[src/pkg/pesd_consts.vh]
`ifndef PESD_CONSTS_VH
`define PESD_CONSTS_VH
// Register byte offsets
`define PESD_OFF_EVSEL0 8'h00
`define PESD_OFF_EVSEL1 8'h04
`define PESD_OFF_CNT0 8'h08
`define PESD_OFF_CNT1 8'h0C
`define PESD_OFF_STAT 8'h10
// Event select fields and reset
`define PESD_SEL_EDGE 22
`define PESD_SEL_EN 23
`define PESD_SEL_WMASK 32'h00C0FFFF
`define PESD_SEL_RST 32'h00000000
`define PESD_CNT_RST 32'h00000000
// Event codes
`define PESD_EV_PSTATE 8'h58
`define PESD_EV_THERM 8'h59
`define PESD_EV_ACTIVE 8'h79
`define PESD_EV_BR_FIRST 8'h88
`define PESD_EV_BR_LAST 8'h94
`define PESD_EV_PACKED_INT 8'hCE
`define PESD_EV_SYNC_UOP 8'hD3
`define PESD_EV_TOTAL_UOP 8'hD7
`define PESD_EV_VEC_RET 8'hD8
`define PESD_EV_VEC_COMP 8'hD9
`define PESD_EV_FUSED 8'hDA
`define PESD_EV_UNFUSE 8'hDB
`define PESD_EV_PF_UP 8'hF0
`define PESD_EV_PF_DN 8'hF8
`define PESD_EV_L2_ALLOC 8'h24
`define PESD_EV_L2_EVICT 8'h26
`define PESD_EV_L2_DEVICT 8'h27
`define PESD_EV_L2_FETCH 8'h28
`define PESD_EV_L2_LOAD 8'h29
`define PESD_EV_MEM_REF 8'h43
`define PESD_EV_L1_ALLOC 8'h45
`define PESD_EV_L1_DALLOC 8'h46
`define PESD_EV_L1_DEVICT 8'h47
`define PESD_EV_L1_PEND 8'h48
`define PESD_EV_FETCH 8'h80
`define PESD_EV_FETCH_MISS 8'h81
`define PESD_EV_ITRANS_MISS 8'h85
`define PESD_EV_FETCH_STALL 8'h86
`define PESD_EV_LDEC_STALL 8'h87
// Unit mask values
`define PESD_MASK_ALL 8'h00
`define PESD_MASK_FREQ 8'h02
`define PESD_MASK_MESI 8'h0F
`endif

[src/rtl/pesd_evsel.v]
`timescale 1ns/1ps
`include "pesd_consts.vh"
// One event select register; only writable bits are stored
module pesd_evsel #(
  parameter [31:0] WMASK = `PESD_SEL_WMASK
) (
  input wire pclk, // Core clock
  input wire presetn, // Async reset, active low
  input wire wr_en, // Write strobe, one cycle
  input wire [31:0] wr_data, // Write data
  output reg [31:0] sel_reg // Stored selection
);
  // Register update; unwritable bits stay zero
  always @(posedge pclk or negedge presetn) begin
    if (!presetn) begin
      sel_reg <= `PESD_SEL_RST;
    end else if (wr_en) begin
      sel_reg <= wr_data & WMASK;
    end
  end
endmodule // pesd_evsel

[src/rtl/pesd_counter.v]
`timescale 1ns/1ps
// Accumulating counter with optional rising-edge mode
module pesd_counter #(
  parameter W = 32
) (
  input wire pclk, // Core clock
  input wire presetn, // Async reset, active low
  input wire cnt_en, // Counting enabled
  input wire edge_mode, // Count condition entries only
  input wire [3:0] inc, // Occurrences this cycle
  input wire wr_en, // Software load strobe
  input wire [W-1:0] wr_data, // Load value
  output reg [W-1:0] cnt_reg // Counter value
);
  reg prev_reg; // Condition seen last cycle
  wire active = |inc; // Condition present now
  wire [W-1:0] step = edge_mode ? {{(W-1){1'b0}}, active & ~prev_reg}
                                : {{(W-4){1'b0}}, inc};
  // Edge memory follows the condition while enabled
  always @(posedge pclk or negedge presetn) begin
    if (!presetn) begin
      prev_reg <= 1'b0;
    end else begin
      prev_reg <= cnt_en & active;
    end
  end
  // Software load beats counting; the cycle's count is lost
  always @(posedge pclk or negedge presetn) begin
    if (!presetn) begin
      cnt_reg <= {W{1'b0}};
    end else if (wr_en) begin
      cnt_reg <= wr_data;
    end else if (cnt_en) begin
      cnt_reg <= cnt_reg + step;
    end
  end
endmodule // pesd_counter

[src/rtl/pesd_top.v]
`timescale 1ns/1ps
`include "pesd_consts.vh"
// Performance event selection and two counters behind APB
module pesd_top (
  input wire pclk, // Core clock, 50 MHz
  input wire presetn, // Async reset, active low
  input wire psel, // APB select
  input wire penable, // APB access phase
  input wire pwrite, // APB direction, high write
  input wire [7:0] paddr, // APB byte address
  input wire [31:0] pwdata, // APB write data
  output reg [31:0] prdata, // APB read data
  output reg pready, // APB ready
  output reg pslverr, // APB error on unmapped access
  input wire pstate_trans, // Performance-state transition pulse
  input wire pstate_freq, // That transition changes frequency
  input wire thermal_trip, // Level: in thermal trip
  input wire core_halted, // Level: core halted
  input wire [12:0] br_ev, // Branch event pulses, codes 88H..94H
  input wire packed_int_ret, // Packed integer instruction retired
  input wire sync_uop, // Synchronisation micro-op
  input wire [1:0] uop_cnt, // Micro-ops this cycle
  input wire [1:0] fused_ret, // Fused retired: 0 load+op, 1 store
  input wire unfusion, // Fused micro-op split in reorder buffer
  input wire [3:0] vec_ret, // Vector retired: PS, SS, PD, SD
  input wire [3:0] vec_comp, // Computational vector retired
  input wire pf_up, // Ascending prefetch issued
  input wire pf_dn, // Descending prefetch issued
  input wire l2_load, // Second level load received
  input wire l2_load_excl, // Load is locked, I/O, UC or WT
  input wire l2_alloc, // Second level line allocated
  input wire l2_evict, // Second level line evicted
  input wire l2_dirty_evict, // Second level dirty line evicted
  input wire [3:0] l2_state, // Line state one-hot: I, S, E, M
  input wire l2_hwpf, // Line came from hardware prefetch
  input wire l2_fetch, // Second level instruction fetch
  input wire l2_fetch_uc, // That fetch is uncacheable
  input wire l2_fetch_tmiss, // That fetch is a translation miss
  input wire [1:0] mem_ref_cnt, // Memory accesses performed
  input wire mem_ref_fp80, // Accesses are 80-bit float
  input wire mem_ref_io, // Accesses are I/O or non-memory
  input wire l1_alloc, // First level line allocated
  input wire l1_dirty_alloc, // First level dirty line allocated
  input wire l1_dirty_evict, // First level dirty line evicted
  input wire [3:0] l1_miss_pend, // Outstanding cacheable misses
  input wire fetch, // Instruction fetch
  input wire fetch_miss, // Fetch missed the fetch unit
  input wire itrans_miss, // Instruction translation miss
  input wire fetch_stall, // Fetch stalled this cycle
  input wire ldec_stall, // Length decoder stalled this cycle
  output wire [31:0] cnt0, // Counter 0 value, registered
  output wire [31:0] cnt1 // Counter 1 value, registered
);

  // Number of counters
  localparam NCNT = 2;

  // Second level qualifier, shared by four events
  // Line state enable bits, then prefetch origin in bits 5:4
  function l2_qual;
    input [7:0] m; // Unit mask
    input [3:0] st; // One-hot line state
    input pf; // From hardware prefetch
    begin
      l2_qual = (|(m[3:0] & st)) &
                ((m[5:4] == 2'b00) ? ~pf :
                 (m[5:4] == 2'b01) ? pf : 1'b1);
    end
  endfunction

  // Widen a single bit to an increment
  function [3:0] one;
    input b; // Event bit
    begin
      one = {3'h0, b};
    end
  endfunction

  // APB phase signals
  wire setup_acc = psel & penable & ~pready; // First access cycle
  wire fire = psel & penable & pready; // Completing edge
  wire aligned = (paddr[1:0] == 2'b00); // Word aligned

  // Flat views of per-counter state
  wire [32*NCNT-1:0] sel_all; // Select registers
  wire [32*NCNT-1:0] cnt_all; // Counter values
  wire [4*NCNT-1:0] inc_all; // Per-cycle increments
  wire [NCNT-1:0] unl_all; // Unlisted code selected

  assign cnt0 = cnt_all[31:0];
  assign cnt1 = cnt_all[63:32];

  // Status: live activity and unlisted selections
  reg [NCNT-1:0] act_reg; // Counter saw an event last cycle
  reg [NCNT-1:0] unl_reg; // Select holds an unlisted code

  genvar g;
  generate
    for (g = 0; g < NCNT; g = g + 1) begin : g_cnt
      wire [7:0] code = sel_all[32*g+7:32*g]; // Event code
      wire [7:0] m = sel_all[32*g+15:32*g+8]; // Unit mask
      wire edge_b = sel_all[32*g+`PESD_SEL_EDGE]; // Edge mode
      wire en_b = sel_all[32*g+`PESD_SEL_EN]; // Counting on
      // Offsets worked out at full width, then cut to the bus width on purpose
      localparam [31:0] SEL_ADDR = `PESD_OFF_EVSEL0 + 4 * g; // Select offset
      localparam [31:0] CNT_ADDR = `PESD_OFF_CNT0 + 4 * g; // Counter offset
      wire [7:0] off_sel = SEL_ADDR[7:0]; // Select byte address
      wire [7:0] off_cnt = CNT_ADDR[7:0]; // Counter byte address
      wire [7:0] br_idx = code - `PESD_EV_BR_FIRST; // Branch index
      reg [3:0] inc; // Increment for this cycle
      reg unl; // No such code

      // Event decode, compared against the select every clock
      always @* begin
        inc = 4'h0;
        unl = 1'b0;
        case (code)
          `PESD_EV_PSTATE: begin
            // All transitions, or only frequency ones
            if (m == `PESD_MASK_ALL) begin
              inc = one(pstate_trans);
            end else if (m == `PESD_MASK_FREQ) begin
              inc = one(pstate_trans & pstate_freq);
            end
          end
          `PESD_EV_THERM: begin
            // Duration; the counter makes entries in edge mode
            inc = one(thermal_trip);
          end
          `PESD_EV_ACTIVE: begin
            inc = one(~core_halted & ~thermal_trip);
          end
          `PESD_EV_PACKED_INT: begin
            inc = one(packed_int_ret);
          end
          `PESD_EV_SYNC_UOP: begin
            inc = one(sync_uop);
          end
          `PESD_EV_TOTAL_UOP: begin
            inc = {2'h0, uop_cnt};
          end
          `PESD_EV_FUSED: begin
            // Mask 0 both kinds, 1 load+op, 2 store pairs
            case (m)
              8'h00: inc = one(fused_ret[0]) + one(fused_ret[1]);
              8'h01: inc = one(fused_ret[0]);
              8'h02: inc = one(fused_ret[1]);
              default: inc = 4'h0;
            endcase
          end
          `PESD_EV_UNFUSE: begin
            inc = one(unfusion);
          end
          `PESD_EV_VEC_RET: begin
            // Mask 0 merges packed and scalar single
            case (m)
              8'h00: inc = one(vec_ret[0]) + one(vec_ret[1]);
              8'h01: inc = one(vec_ret[1]);
              8'h02: inc = one(vec_ret[2]);
              8'h03: inc = one(vec_ret[3]);
              default: inc = 4'h0;
            endcase
          end
          `PESD_EV_VEC_COMP: begin
            // Mask picks one class directly
            if (m[7:2] == 6'h00) begin
              inc = one(vec_comp[m[1:0]]);
            end
          end
          `PESD_EV_PF_UP: begin
            inc = one(pf_up);
          end
          `PESD_EV_PF_DN: begin
            inc = one(pf_dn);
          end
          `PESD_EV_L2_ALLOC: begin
            inc = one(l2_alloc & l2_qual(m, l2_state, l2_hwpf));
          end
          `PESD_EV_L2_EVICT: begin
            inc = one(l2_evict & l2_qual(m, l2_state, l2_hwpf));
          end
          `PESD_EV_L2_DEVICT: begin
            inc = one(l2_dirty_evict & l2_qual(m, l2_state, l2_hwpf));
          end
          `PESD_EV_L2_LOAD: begin
            // Locked, I/O, UC and WT loads never count
            inc = one(l2_load & ~l2_load_excl &
                      l2_qual(m, l2_state, l2_hwpf));
          end
          `PESD_EV_L2_FETCH: begin
            // Only the full state mask is a listed encoding
            if (m == `PESD_MASK_MESI) begin
              inc = one(l2_fetch & ~l2_fetch_uc & ~l2_fetch_tmiss);
            end
          end
          `PESD_EV_MEM_REF: begin
            // 80-bit accesses split in two, so they count double
            if (mem_ref_io) begin
              inc = 4'h0;
            end else if (mem_ref_fp80) begin
              inc = {1'b0, mem_ref_cnt, 1'b0};
            end else begin
              inc = {2'h0, mem_ref_cnt};
            end
          end
          `PESD_EV_L1_ALLOC: begin
            inc = one(l1_alloc);
          end
          `PESD_EV_L1_DALLOC: begin
            inc = one(l1_dirty_alloc);
          end
          `PESD_EV_L1_DEVICT: begin
            // Snoop, intervention and replacement all arrive here
            inc = one(l1_dirty_evict);
          end
          `PESD_EV_L1_PEND: begin
            // Weighted: adds the outstanding count every cycle
            inc = l1_miss_pend;
          end
          `PESD_EV_FETCH: begin
            inc = one(fetch);
          end
          `PESD_EV_FETCH_MISS: begin
            inc = one(fetch_miss);
          end
          `PESD_EV_ITRANS_MISS: begin
            inc = one(itrans_miss);
          end
          `PESD_EV_FETCH_STALL: begin
            inc = one(fetch_stall);
          end
          `PESD_EV_LDEC_STALL: begin
            inc = one(ldec_stall);
          end
          default: begin
            // Branch codes form one contiguous run
            if (code >= `PESD_EV_BR_FIRST && code <= `PESD_EV_BR_LAST) begin
              inc = one(br_ev[br_idx[3:0]]);
            end else begin
              // Reserved code: counts nothing, flagged in status
              unl = 1'b1;
            end
          end
        endcase
      end

      assign inc_all[4*g+3:4*g] = inc;
      assign unl_all[g] = unl;

      // Select register
      pesd_evsel #(
        .WMASK(`PESD_SEL_WMASK)
      ) u_sel (
        .pclk(pclk),
        .presetn(presetn),
        .wr_en(fire & pwrite & aligned & (paddr == off_sel)),
        .wr_data(pwdata),
        .sel_reg(sel_all[32*g+31:32*g])
      );

      // Counter proper
      pesd_counter #(
        .W(32)
      ) u_cnt (
        .pclk(pclk),
        .presetn(presetn),
        .cnt_en(en_b),
        .edge_mode(edge_b),
        .inc(inc),
        .wr_en(fire & pwrite & aligned & (paddr == off_cnt)),
        .wr_data(pwdata),
        .cnt_reg(cnt_all[32*g+31:32*g])
      );
    end
  endgenerate

  // Status capture, one cycle behind the events
  always @(posedge pclk or negedge presetn) begin
    if (!presetn) begin
      act_reg <= {NCNT{1'b0}};
      unl_reg <= {NCNT{1'b0}};
    end else begin
      act_reg <= {|inc_all[7:4], |inc_all[3:0]};
      unl_reg <= unl_all;
    end
  end

  // Read decode; unknown offsets answer with an error
  reg [31:0] rd_next; // Read data for this address
  reg err_next; // Address is unmapped
  always @* begin
    rd_next = 32'h00000000;
    err_next = 1'b0;
    if (!aligned) begin
      err_next = 1'b1;
    end else begin
      case (paddr)
        `PESD_OFF_EVSEL0: rd_next = sel_all[31:0];
        `PESD_OFF_EVSEL1: rd_next = sel_all[63:32];
        `PESD_OFF_CNT0: rd_next = cnt_all[31:0];
        `PESD_OFF_CNT1: rd_next = cnt_all[63:32];
        `PESD_OFF_STAT: rd_next = {28'h0000000, unl_reg, act_reg};
        default: err_next = 1'b1;
      endcase
    end
  end

  // APB answer: one wait state, data sampled in first access cycle
  // Keeps the read mux off the pready path at the cost of a cycle
  always @(posedge pclk or negedge presetn) begin
    if (!presetn) begin
      pready <= 1'b0;
      pslverr <= 1'b0;
      prdata <= 32'h00000000;
    end else if (setup_acc) begin
      pready <= 1'b1;
      pslverr <= err_next;
      prdata <= pwrite ? 32'h00000000 : rd_next;
    end else begin
      pready <= 1'b0;
      pslverr <= 1'b0;
      prdata <= 32'h00000000;
    end
  end

endmodule // pesd_top

[config.mk]
export PLATFORM = sky130hd
export DESIGN_NAME = pesd_top
export DESIGN_NICKNAME = d
export VERILOG_FILES = /design/src/rtl/pesd_evsel.v /design/src/rtl/pesd_counter.v /design/src/rtl/pesd_top.v
export VERILOG_INCLUDE_DIRS = /design/src /design/src/pkg
export SDC_FILE = /design/constraint.sdc
export NUM_CORES = 1
export LEC_CHECK = 0
export BUFFER_PORTS_ARGS = -buffer_cell sky130_fd_sc_hd__buf_2
export CORE_MARGIN = 5
export CORE_UTILIZATION = 50
export DETAILED_ROUTE_END_ITERATION = 10
export PLACE_DENSITY_LB_ADDON = 0.1
export SETUP_SLACK_MARGIN = 0.15
export SYNTH_ARGS = -nofsm -noshare
export SYNTH_HDL_FRONTEND = slang
export SYNTH_SLANG_ARGS = --single-unit
export TNS_END_PERCENT = 30
[constraint.sdc]
create_clock -name pclk -period 6 [get_ports pclk]
set_clock_uncertainty 0.2 [all_clocks]
set_input_delay 0.9 -clock pclk [delete_from_list [all_inputs] [get_ports pclk]]
set_output_delay 0.9 -clock pclk [all_outputs]
set_load 0.005 [all_outputs]
==> results.toml, run 1 <==
[layout]
multi_input_area_um2 = 5310
seq_area_um2 = 3500
layout.nets = 1255
nFillCells = 1607
largest_reg_flops = 64
final_common_cell = "buf_2"
drive_gt1_frac = 0.304
areaGrowthSynthToFinish_pct = 19.9
stdcell_area_um2 = 11000
final_cells = 1377
diodes = 0
layout_common_cells = "buf_2 (204), dfrtp_1 (140), nor2_1 (114), a21oi_1 (76), nand2_1 (53)"
fin_util = 0.610

[synthesis]
synth.area.mux_share = 0.146
synth_top_family_by_area = "simple AND/OR/NAND/NOR gates"
syn-num-nets = 1078
async_flop_share = 1.00
ys.flop_type = "dfrtp_1"
synth.yosys.warnings = 0
yosysTopAreaCellShare = 0.383
synthAdderAreaFrac = 0.0181
avgSynthCellArea_um2 = 9.54
seq_area_frac_synth = 0.383
synth-xor-area-share = 0.0613
synth_cells = 958
synth.top_cells.by_area = "dfrtp_1 (38%), mux2_2 (5.9%), mux4_2 (4.9%)"
ys_ff_latch = 140
yosysTopAreaCell = "dfrtp_1"
synth_area_um2 = 9140
synth_compound_area_frac = 0.122
synthSimpleGateAreaFrac = 0.229
synth_edf_count = 0
synth.distinct_cells = 83

[setup_path]
startpoint_type = "flip-flop"
cp.arrival_ns = 5.20
critical_path_class = "reg -> reg"
cp-end-kind = "flip-flop"
crit_fanout = 19
worstPathRequired_ns = 6.15
rr_worst_depth = 15

[routing]
antenna_left = 0
drt-total-wl_um = 31200
wl_per_cell_um = 22.7
drc = 0
via_count = 8487
drt_first_pass_iters = 5
drt_iter0_drc = 740
vias_per_cell = 6.16

[clock_network]
post_cts_buffers = 0
cts.clk_slew.worst_paths_ns = 0.07
cts_root_buf = "clkbuf_16"
cts_buffers = 17
clock_sinks = 140
ctsResizeCount = 0
cts_tree = "yes"
htree_levels = 4
clockBufferDepth = 2
ctsHoldBuffers = 0
clk_latency_ns = 0.43

[grt]
grt_pass1_vias = 8522
antenna_found_initial = 0
grt_remaining_overflow = 0
grt_max_degree = 106
grtUsageTotal = 0.294
grt_pass1_wl_um = 49600

[worst_hold_path]
min_path_type = "reg -> reg"
hold_depth = 1

[pwr]
power_leakage_nw = 5.05
power_mw = 2.22
power_density_nw_per_um2 = 202
vdd_drop_max_v = 0.000203

[sta]
fin_ws_ns = 0.948
hold_ws_ns = 0.298
tns_ns = 0
finalSetupViolCount = 0
hold_viol = 0
fmax_mhz = 198
finalMaxSlewViolations = 0
period_needed_ns = 5.05
rsz0062_at_grt = "no"
finalCritPeriodShare = 0.842
tightestPinTransition_ns = 1.09
timing.slew.headroom = 0.273

[place]
placed_area_um2 = 10300
dp_slack_ns = 1.07
io_buffers = 205
hpwl_um = 22800
dp_cells = 1345
routabilityCongestion = 0.930

[die]
io_pins = 206
dieWidth_um = 145
fp-row-count = 49
initial_core_util = 0.509
die-area_um2 = 21100
fp.dieH_um = 145
coreArea_um2 = 18000

[status]
status = "completed"

[run]
maxCapViolations = 0
==> power breakdown <==
part	switching, mW	internal [mW]
clock	0.446	0.706
combinational	0.0709	0.0490
sequential	0.00255	0.946
==> synth_stat cells (4+ instances only) <==
cell type  count
a31oi_1        6
nor2b_1       16
nor3_1        24
nor4bb_1       5
and2_1         4
dfrtp_1      140
buf_1          4
a32oi_1        5
a211oi_1       5
nor2_1       114
o21ai_0       25
nand2_1       53
a21oi_1       76
nor4_1        14
xor2_1        17
nor4b_1        7
nand4b_1       4
nand3_1       30
a22oi_1        8
mux2_2        48
nand3b_1       8
a222oi_1       4
mux4_2        20
nor3b_1        6
xnor2_1       47
nand2b_1       8
nand4_1       21
clkbuf_1      50
buf_2          6
and3_1        27
inv_1         16
mux2i_1       32
ha_1          10
and4_1        10
a22o_1         4
or4_1          9
==> kinds of logic after synthesis <==
logic type | count (synthesis)
buf+inv | 82
xor+xnor | 64
mux | 101
compound gates | 174
fa+ha+maj | 12
flops | 140
simple gates | 385
==> final cells by class <==
class / instances / share of cell area
tap: 229 / 0.0261
clock buffer: 18 / 0.0391
timing repair buffer: 224 / 0.107
sequential: 140 / 0.319
clock inverter: 14 / 0.0187
multi-input combinational: 736 / 0.484
inverter: 16 / 0.00548
==> critical path, cell delays in order, from the launching register on <==
cell and delay [ns]:
dfrtp_1 0.76, nor4bb_1 0.77, a22oi_1 0.32, or4_1 0.45
nand4_1 0.11, nor4_1 0.10, a22oi_2 0.18, ha_1 0.19
inv_1 0.06, fa_1 0.39, nor2b_1 0.14, o21ai_0 0.15
a2111oi_2 0.68, nand3_1 0.17, xor2_1 0.17, a21oi_1 0.13
==> per-layer routing <==
metal,GRT usage,vias to the layer above,part of all wire
li1,-,3895,-
met1,0.431,4190,0.45
met2,0.440,360,0.45
met3,0.0736,42,0.081
met4,0.0718,0,0.019
met5,0,-,0
==> worst paths after layout <==
| path | from | to | slack, ns |
|---|---|---|---|
| max in group asynchronous | presetn | g_cnt[1].u_sel.sel_reg[6]$_DFFE_PN0P_ | 4.11 |
| worst max register to register | g_cnt[0].u_sel.sel_reg[0]$_DFFE_PN0P_ | g_cnt[0].u_cnt.cnt_reg[30]$_DFFE_PN0P_ | 0.95 |
| worst min register to register | pready$_DFF_PN0_ | pslverr$_DFF_PN0_ | 0.30 |
| min in group asynchronous | presetn | g_cnt[1].u_sel.sel_reg[2]$_DFFE_PN0P_ | 0.37 |
| worst max-delay path | g_cnt[0].u_sel.sel_reg[0]$_DFFE_PN0P_ | g_cnt[0].u_cnt.cnt_reg[30]$_DFFE_PN0P_ | 0.95 |
| worst min-delay path | pready$_DFF_PN0_ | pslverr$_DFF_PN0_ | 0.30 |
Power figures use the tool's default switching activity.
==> inputs of run 2 (changes only) <==
==> constraint.sdc (replaced) <==
create_clock -name pclk -period 4.6 [get_ports pclk]
set_clock_uncertainty 0.2 [all_clocks]
set_input_delay 0.69 -clock pclk [delete_from_list [all_inputs] [get_ports pclk]]
set_output_delay 0.69 -clock pclk [all_outputs]
set_load 0.005 [all_outputs]
==> run 2 against run 1 <==
Compared with the run above: final cell count increased by 2.9%; flip-flop and latch count unchanged; wire length decreased by 1.2%; combinational power increased by 34%; clock power increased by 30%; worst setup slack got worse by 0.69 ns.
==> results.toml, run 2 (synthesized netlist as in run 1, its figures left out) <==
[layout]
largest_reg_flops = 64
layout_common_cells = "buf_2 (204), dfrtp_1 (136), nor2_1 (114), a21oi_1 (75), buf_4 (57)"
multi_input_area_um2 = 5370
diodes = 0
seq_area_um2 = 3510
areaGrowthSynthToFinish_pct = 24.2
final_common_cell = "buf_2"
nFillCells = 1576
drive_gt1_frac = 0.344
layout.nets = 1295
stdcell_area_um2 = 11400

[sta]
fmax_mhz = 230
hold_ws_ns = 0.149
timing.slew.headroom = 0.313
tightestPinTransition_ns = 1.03
hold_viol = 0
finalCritPeriodShare = 0.945
tns_ns = 0
rsz0062_at_grt = "yes"
period_needed_ns = 4.35
finalSetupViolCount = 0
finalMaxSlewViolations = 0

[die]
initial_core_util = 0.509
io_pins = 206
die-area_um2 = 21100
coreArea_um2 = 18000
dieWidth_um = 145
fp.dieH_um = 145
fp-row-count = 49

[routing]
drt_iter0_drc = 730
drt_first_pass_iters = 5
vias_per_cell = 6.13
drc = 0
drt-total-wl_um = 30800
antenna_left = 0
via_count = 8681
wl_per_cell_um = 21.8

[setup_path]
cp.arrival_ns = 4.48
critical_path_class = "reg -> reg"
crit_fanout = 5
startpoint_type = "flip-flop"
worstPathRequired_ns = 4.73
cp-end-kind = "flip-flop"

[clock_network]
cts.clk_slew.worst_paths_ns = 0.06
cts_buffers = 17
htree_levels = 4
ctsHoldBuffers = 0
cts_tree = "yes"
clk_latency_ns = 0.43
cts_root_buf = "clkbuf_16"
clockBufferDepth = 2
clock_sinks = 140

[grt]
grt_max_degree = 97
grt_remaining_overflow = 0
antenna_found_initial = 0
grt_pass1_vias = 8472
grt_pass1_wl_um = 48300
grtUsageTotal = 0.286

[pwr]
power_mw = 2.89
vdd_drop_max_v = 0.000335
power_density_nw_per_um2 = 254
power_leakage_nw = 5.27

[place]
routabilityCongestion = 0.967
io_buffers = 205
placed_area_um2 = 10600
hpwl_um = 22700

[status]
status = "completed"

[worst_hold_path]
min_path_type = "in -> async"

[run]
maxCapViolations = 0
-- run 2: where the power goes --
group / switching (mW) / internal, mW / total (mW)
Combinational: 0.0958 / 0.0656 / 0.161
Sequential: 0.00287 / 1.23 / 1.24
Clock: 0.564 / 0.923 / 1.49
-- run 2: stage by stage --
| stage | worst slack (ns) | cells | utilization |
|---|---|---|---|
| final | 0.255 | 1417 | 0.632 |
| after global routing | 0.111 | 1417 | 0.632 |
| after CTS | 0.0487 | 1414 | 0.628 |
| after detailed placement | -0.137 | 1382 | 0.591 |
| after global placement | -0.0679 | 1382 | 0.591 |
| after floorplan | 0.455 | 958 | - |
-- run 2: worst max-delay path: stages (launching register included) --
cell and delay, ns:
dfrtp_1 0.45, or4_1 0.63, or3_1 0.44, nor4bb_2 0.44
nor4_1 0.09, and4_1 0.20, a22oi_1 0.17, ha_1 0.21
fa_1 0.21, a21o_1 0.14, a21oi_2 0.13, nor4_2 0.44
nand4_1 0.17, xor2_1 0.16, a21oi_1 0.15
-- run 2: layout make-up --
type,count,share of cell area
Multi-Input combinational cell,736,0.473
Sequential cell,140,0.309
Timing Repair Buffer,264,0.132
Clock buffer,18,0.0387
Tap cell,229,0.0252
Clock inverter,14,0.0170
Inverter,16,0.00529
-- run 2: final timing paths --
kind / start / to / slack [ns] / cells past startpoint
worst max-delay path: g_cnt[1].u_sel.sel_reg[12]$_DFFE_PN0P_ / g_cnt[1].u_cnt.cnt_reg[16]$_DFFE_PN0P_ / 0.26 / 14
worst min-delay path: presetn / g_cnt[1].u_sel.sel_reg[0]$_DFFE_PN0P_ / 0.15 / 1
worst max register to register: g_cnt[1].u_sel.sel_reg[12]$_DFFE_PN0P_ / g_cnt[1].u_cnt.cnt_reg[16]$_DFFE_PN0P_ / 0.26 / 14
worst min register to register: pready$_DFF_PN0_ / pslverr$_DFF_PN0_ / 0.30 / 1
max in group asynchronous: presetn / prdata[19]$_DFF_PN0_ / 3.15 / 2
min in group pclk: pready$_DFF_PN0_ / pslverr$_DFF_PN0_ / 0.30 / 1
-- run 2: per-layer routing --
| layer | track usage | wire length [um] | share of wire | vias to the layer above |
|---|---|---|---|---|
| met4 | 0.0728 | 593 | 0.019 | 2 |
| li1 | - | - | - | 3970 |
| met3 | 0.0817 | 2780 | 0.090 | 41 |
| met2 | 0.423 | 13800 | 0.45 | 402 |
| met5 | 0.0182 | 55 | 0.0018 | - |
| met1 | 0.413 | 13600 | 0.44 | 4266 |
-- run 2: what timing repair did --
action | CTS | global route
pin swaps | 1 | 9
gates resized for setup | 6 | 17
buffers inserted | 0 | 3
setup endpoints to repair | 17 | 24
==> inputs of run 3 (changes only) <==
--- a/config.mk
+++ b/config.mk
@@ -6,7 +6,9 @@
 export SDC_FILE = /design/constraint.sdc
 export NUM_CORES = 1
 export LEC_CHECK = 0
+export ABC_AREA = 1
 export BUFFER_PORTS_ARGS = -buffer_cell sky130_fd_sc_hd__buf_2
+export CAP_MARGIN = 10
 export CORE_MARGIN = 5
 export CORE_UTILIZATION = 50
 export DETAILED_ROUTE_END_ITERATION = 10
==> run 3 against run 2 <==
Compared with the run above: hold slack worse by 0.019 ns; sequential share of layout area down 0.93 points; area after synthesis rose by 6.8%; critical path type unchanged.
==> results.toml, run 3 <==
[synthesis]
ys.flop_type = "dfrtp_1"
yosysTopAreaCellShare = 0.359
async_flop_share = 1.00
synth.top_cells.by_area = "dfrtp_1 (36%), nand2_1 (15%), inv_1 (7.0%)"
synth_cells = 1418
yosysTopAreaCell = "dfrtp_1"
ys_ff_latch = 140
avgSynthCellArea_um2 = 6.89
synth_commonest_cells = "nand2_1 (401), inv_1 (183), nor2_1 (164)"
syn-num-nets = 1538
synth_area_um2 = 9770
synth.yosys.warnings = 0
seq_area_frac_synth = 0.359
yosysMostFrequentCell = "nand2_1"
synth_edf_count = 0
synth.distinct_cells = 52

[sta]
tns_ns = 0
fmax_mhz = 236
finalMaxSlewViolations = 0
hold_viol = 0
period_needed_ns = 4.24
finalCritPeriodShare = 0.922
tightestPinTransition_ns = 1.14
finalSetupViolCount = 0
timing.slew.headroom = 0.239
rsz0062_at_grt = "yes"

[routing]
wl_per_cell_um = 21.5
drt_iter0_drc = 1088
drt-met1-wl_um = 15200
via_count = 11200
drc = 0
drt-total-wl_um = 40900
dr.max_layer_used = "met4"
drt_first_pass_iters = 6
routed-wl-met3_um = 3640
antenna_left = 0
vias_per_cell = 5.88
dr_wl_met2_um = 18900

[grt]
grtUsageTotal = 0.364
grt_pass1_wl_um = 62100
antenna_found_initial = 0
grt_max_degree = 100
grt_pass1_vias = 10800
grt_remaining_overflow = 0

[die]
die-area_um2 = 22400
fp-row-count = 51
io_pins = 206
fp.dieH_um = 150
dieWidth_um = 150
initial_core_util = 0.505
coreArea_um2 = 19300

[status]
status = "completed"

[pwr]
vdd_drop_max_v = 0.000266
power_leakage_nw = 5.81
power_density_nw_per_um2 = 244

[layout]
final_cells = 1901
diodes = 0
drive_gt1_frac = 0.182
layout.nets = 1743
largest_reg_flops = 64
final_common_cell = "nand2_1"
layout_common_cells = "nand2_1 (396), buf_2 (204), inv_1 (183), nor2_1 (160), dfrtp_1 (138)"
nFillCells = 1903
areaGrowthSynthToFinish_pct = 19.8

[clock_network]
clockBufferDepth = 2
htree_levels = 4
cts_buffers = 17
cts_root_buf = "clkbuf_16"
cts.clk_slew.worst_paths_ns = 0.07
clock_sinks = 140
clk_latency_ns = 0.44
post_cts_buffers = 0
cts_tree = "yes"

[place]
dp_cells = 1869
hpwl_um = 32400
routabilityCongestion = 1.03
io_buffers = 205

[setup_path]
crit_fanout = 8
worstPathRequired_ns = 4.70
cp.arrival_ns = 4.33
critical_path_class = "reg -> reg"
cp-end-kind = "flip-flop"
startpoint_type = "flip-flop"

[worst_hold_path]
min_path_type = "in -> async"

[run]
maxCapViolations = 0
==> run 3: cell count changes after synthesis, moves of 24 or more <==
cell,before,now
nand3_1,30,80
inv_1,16,183
o21ai_0,25,66
and3_1,27,1
xnor2_1,47,12
nand2_1,53,401
nor2_1,114,164
mux2i_1,32,0
clkbuf_1,50,20
mux2_2,48,0
a21oi_1,76,52
o22ai_1,2,35
==> run 3: report_power, final <==
group	internal (mW)	switching [mW]	leakage (nW)	total, mW
Combinational	0.0694	0.127	3.77	0.197
Sequential	1.24	0.0172	1.76	1.26
Clock	0.767	0.633	0.284	1.40
==> run 3: per-layer routing <==
layer,vias to the layer above,track usage
met2,674,0.586
met5,-,0
li1,5099,-
met3,150,0.0663
met4,0,0.249
met1,5259,0.443
==> run 3: cells by family after synthesis <==
family / after synthesis / share of synthesized area
xor+xnor: 52 / 0.0466
compound gates: 236 / 0.154
flops: 140 / 0.359
simple gates: 748 / 0.329
fa+ha+maj: 12 / 0.0169
buf+inv: 230 / 0.0945
==> run 3: timing repair <==
action,in CTS,in global routing
hold buffers,0,0
resized for setup,0,14
setup endpoints to repair,0,18
hold endpoints to repair,0,0
==> run 3: area by class of cell <==
| cell class | instances | area (um2) | share of cell area |
|---|---|---|---|
| multi-input cells | 1048 | 5380 | 0.460 |
| well taps | 265 | 332 | 0.0283 |
| clock inverters | 15 | 155 | 0.0133 |
| repair buffers | 223 | 1170 | 0.0998 |
| clock buffers | 17 | 425 | 0.0364 |
| inverters | 193 | 733 | 0.0627 |
| flip-flops and latches | 140 | 3510 | 0.300 |
==> run 3: worst max-delay path: stages, from the launching register on <==
cell,delay [ns]
dfrtp_1,0.50
inv_1,0.16
nand2_1,0.20
nor2_1,0.06
buf_4,0.16
nand2_1,0.18
inv_1,0.15
a21oi_1,0.19
nand3_1,0.10
nor2_1,0.30
nand4_1,0.13
nand2_1,0.09
inv_1,0.04
ha_1,0.22
fa_1,0.41
nand3_1,0.09
nand3_1,0.10
buf_4,0.17
inv_1,0.09
nor2_1,0.08
inv_1,0.09
nor3_1,0.06
xor2_1,0.14
nand2_1,0.09
o211ai_1,0.09
==> run 3: through the flow <==
| stage | util | worst slack [ns] | power (mW) | cell area [um2] | hold WS, ns |
|---|---|---|---|---|---|
| 2_1_floorplan | - | 0.981 | 1.34 | 9770 | 0.194 |
| 3_3_place_gp | 0.573 | 0.333 | 1.47 | 11100 | 0.265 |
| 3_5_place_dp | 0.573 | 0.251 | 1.48 | 11100 | 0.278 |
| 4_1_cts | 0.603 | 0.181 | 2.85 | 11700 | 0.210 |
| 5_1_grt | 0.605 | 0.129 | 2.93 | 11700 | 0.245 |
| 6_report | 0.605 | 0.361 | 2.86 | 11700 | 0.130 |
==> run 3: worst paths after layout <==
check | startpoint | end | slack [ns] | cells past startpoint
max | g_cnt[1].u_sel.sel_reg[5]$_DFFE_PN0P_ | g_cnt[1].u_cnt.cnt_reg[22]$_DFFE_PN0P_ | 0.36 | 24
min reg2reg | pready$_DFF_PN0_ | pslverr$_DFF_PN0_ | 0.29 | 1
min in group pclk | pready$_DFF_PN0_ | pslverr$_DFF_PN0_ | 0.29 | 1
max in group asynchronous | presetn | g_cnt[0].u_sel.sel_reg[3]$_DFFE_PN0P_ | 3.08 | 2
min | presetn | g_cnt[1].u_sel.sel_reg[9]$_DFFE_PN0P_ | 0.13 | 1
max reg2reg | g_cnt[1].u_sel.sel_reg[5]$_DFFE_PN0P_ | g_cnt[1].u_cnt.cnt_reg[22]$_DFFE_PN0P_ | 0.36 | 24
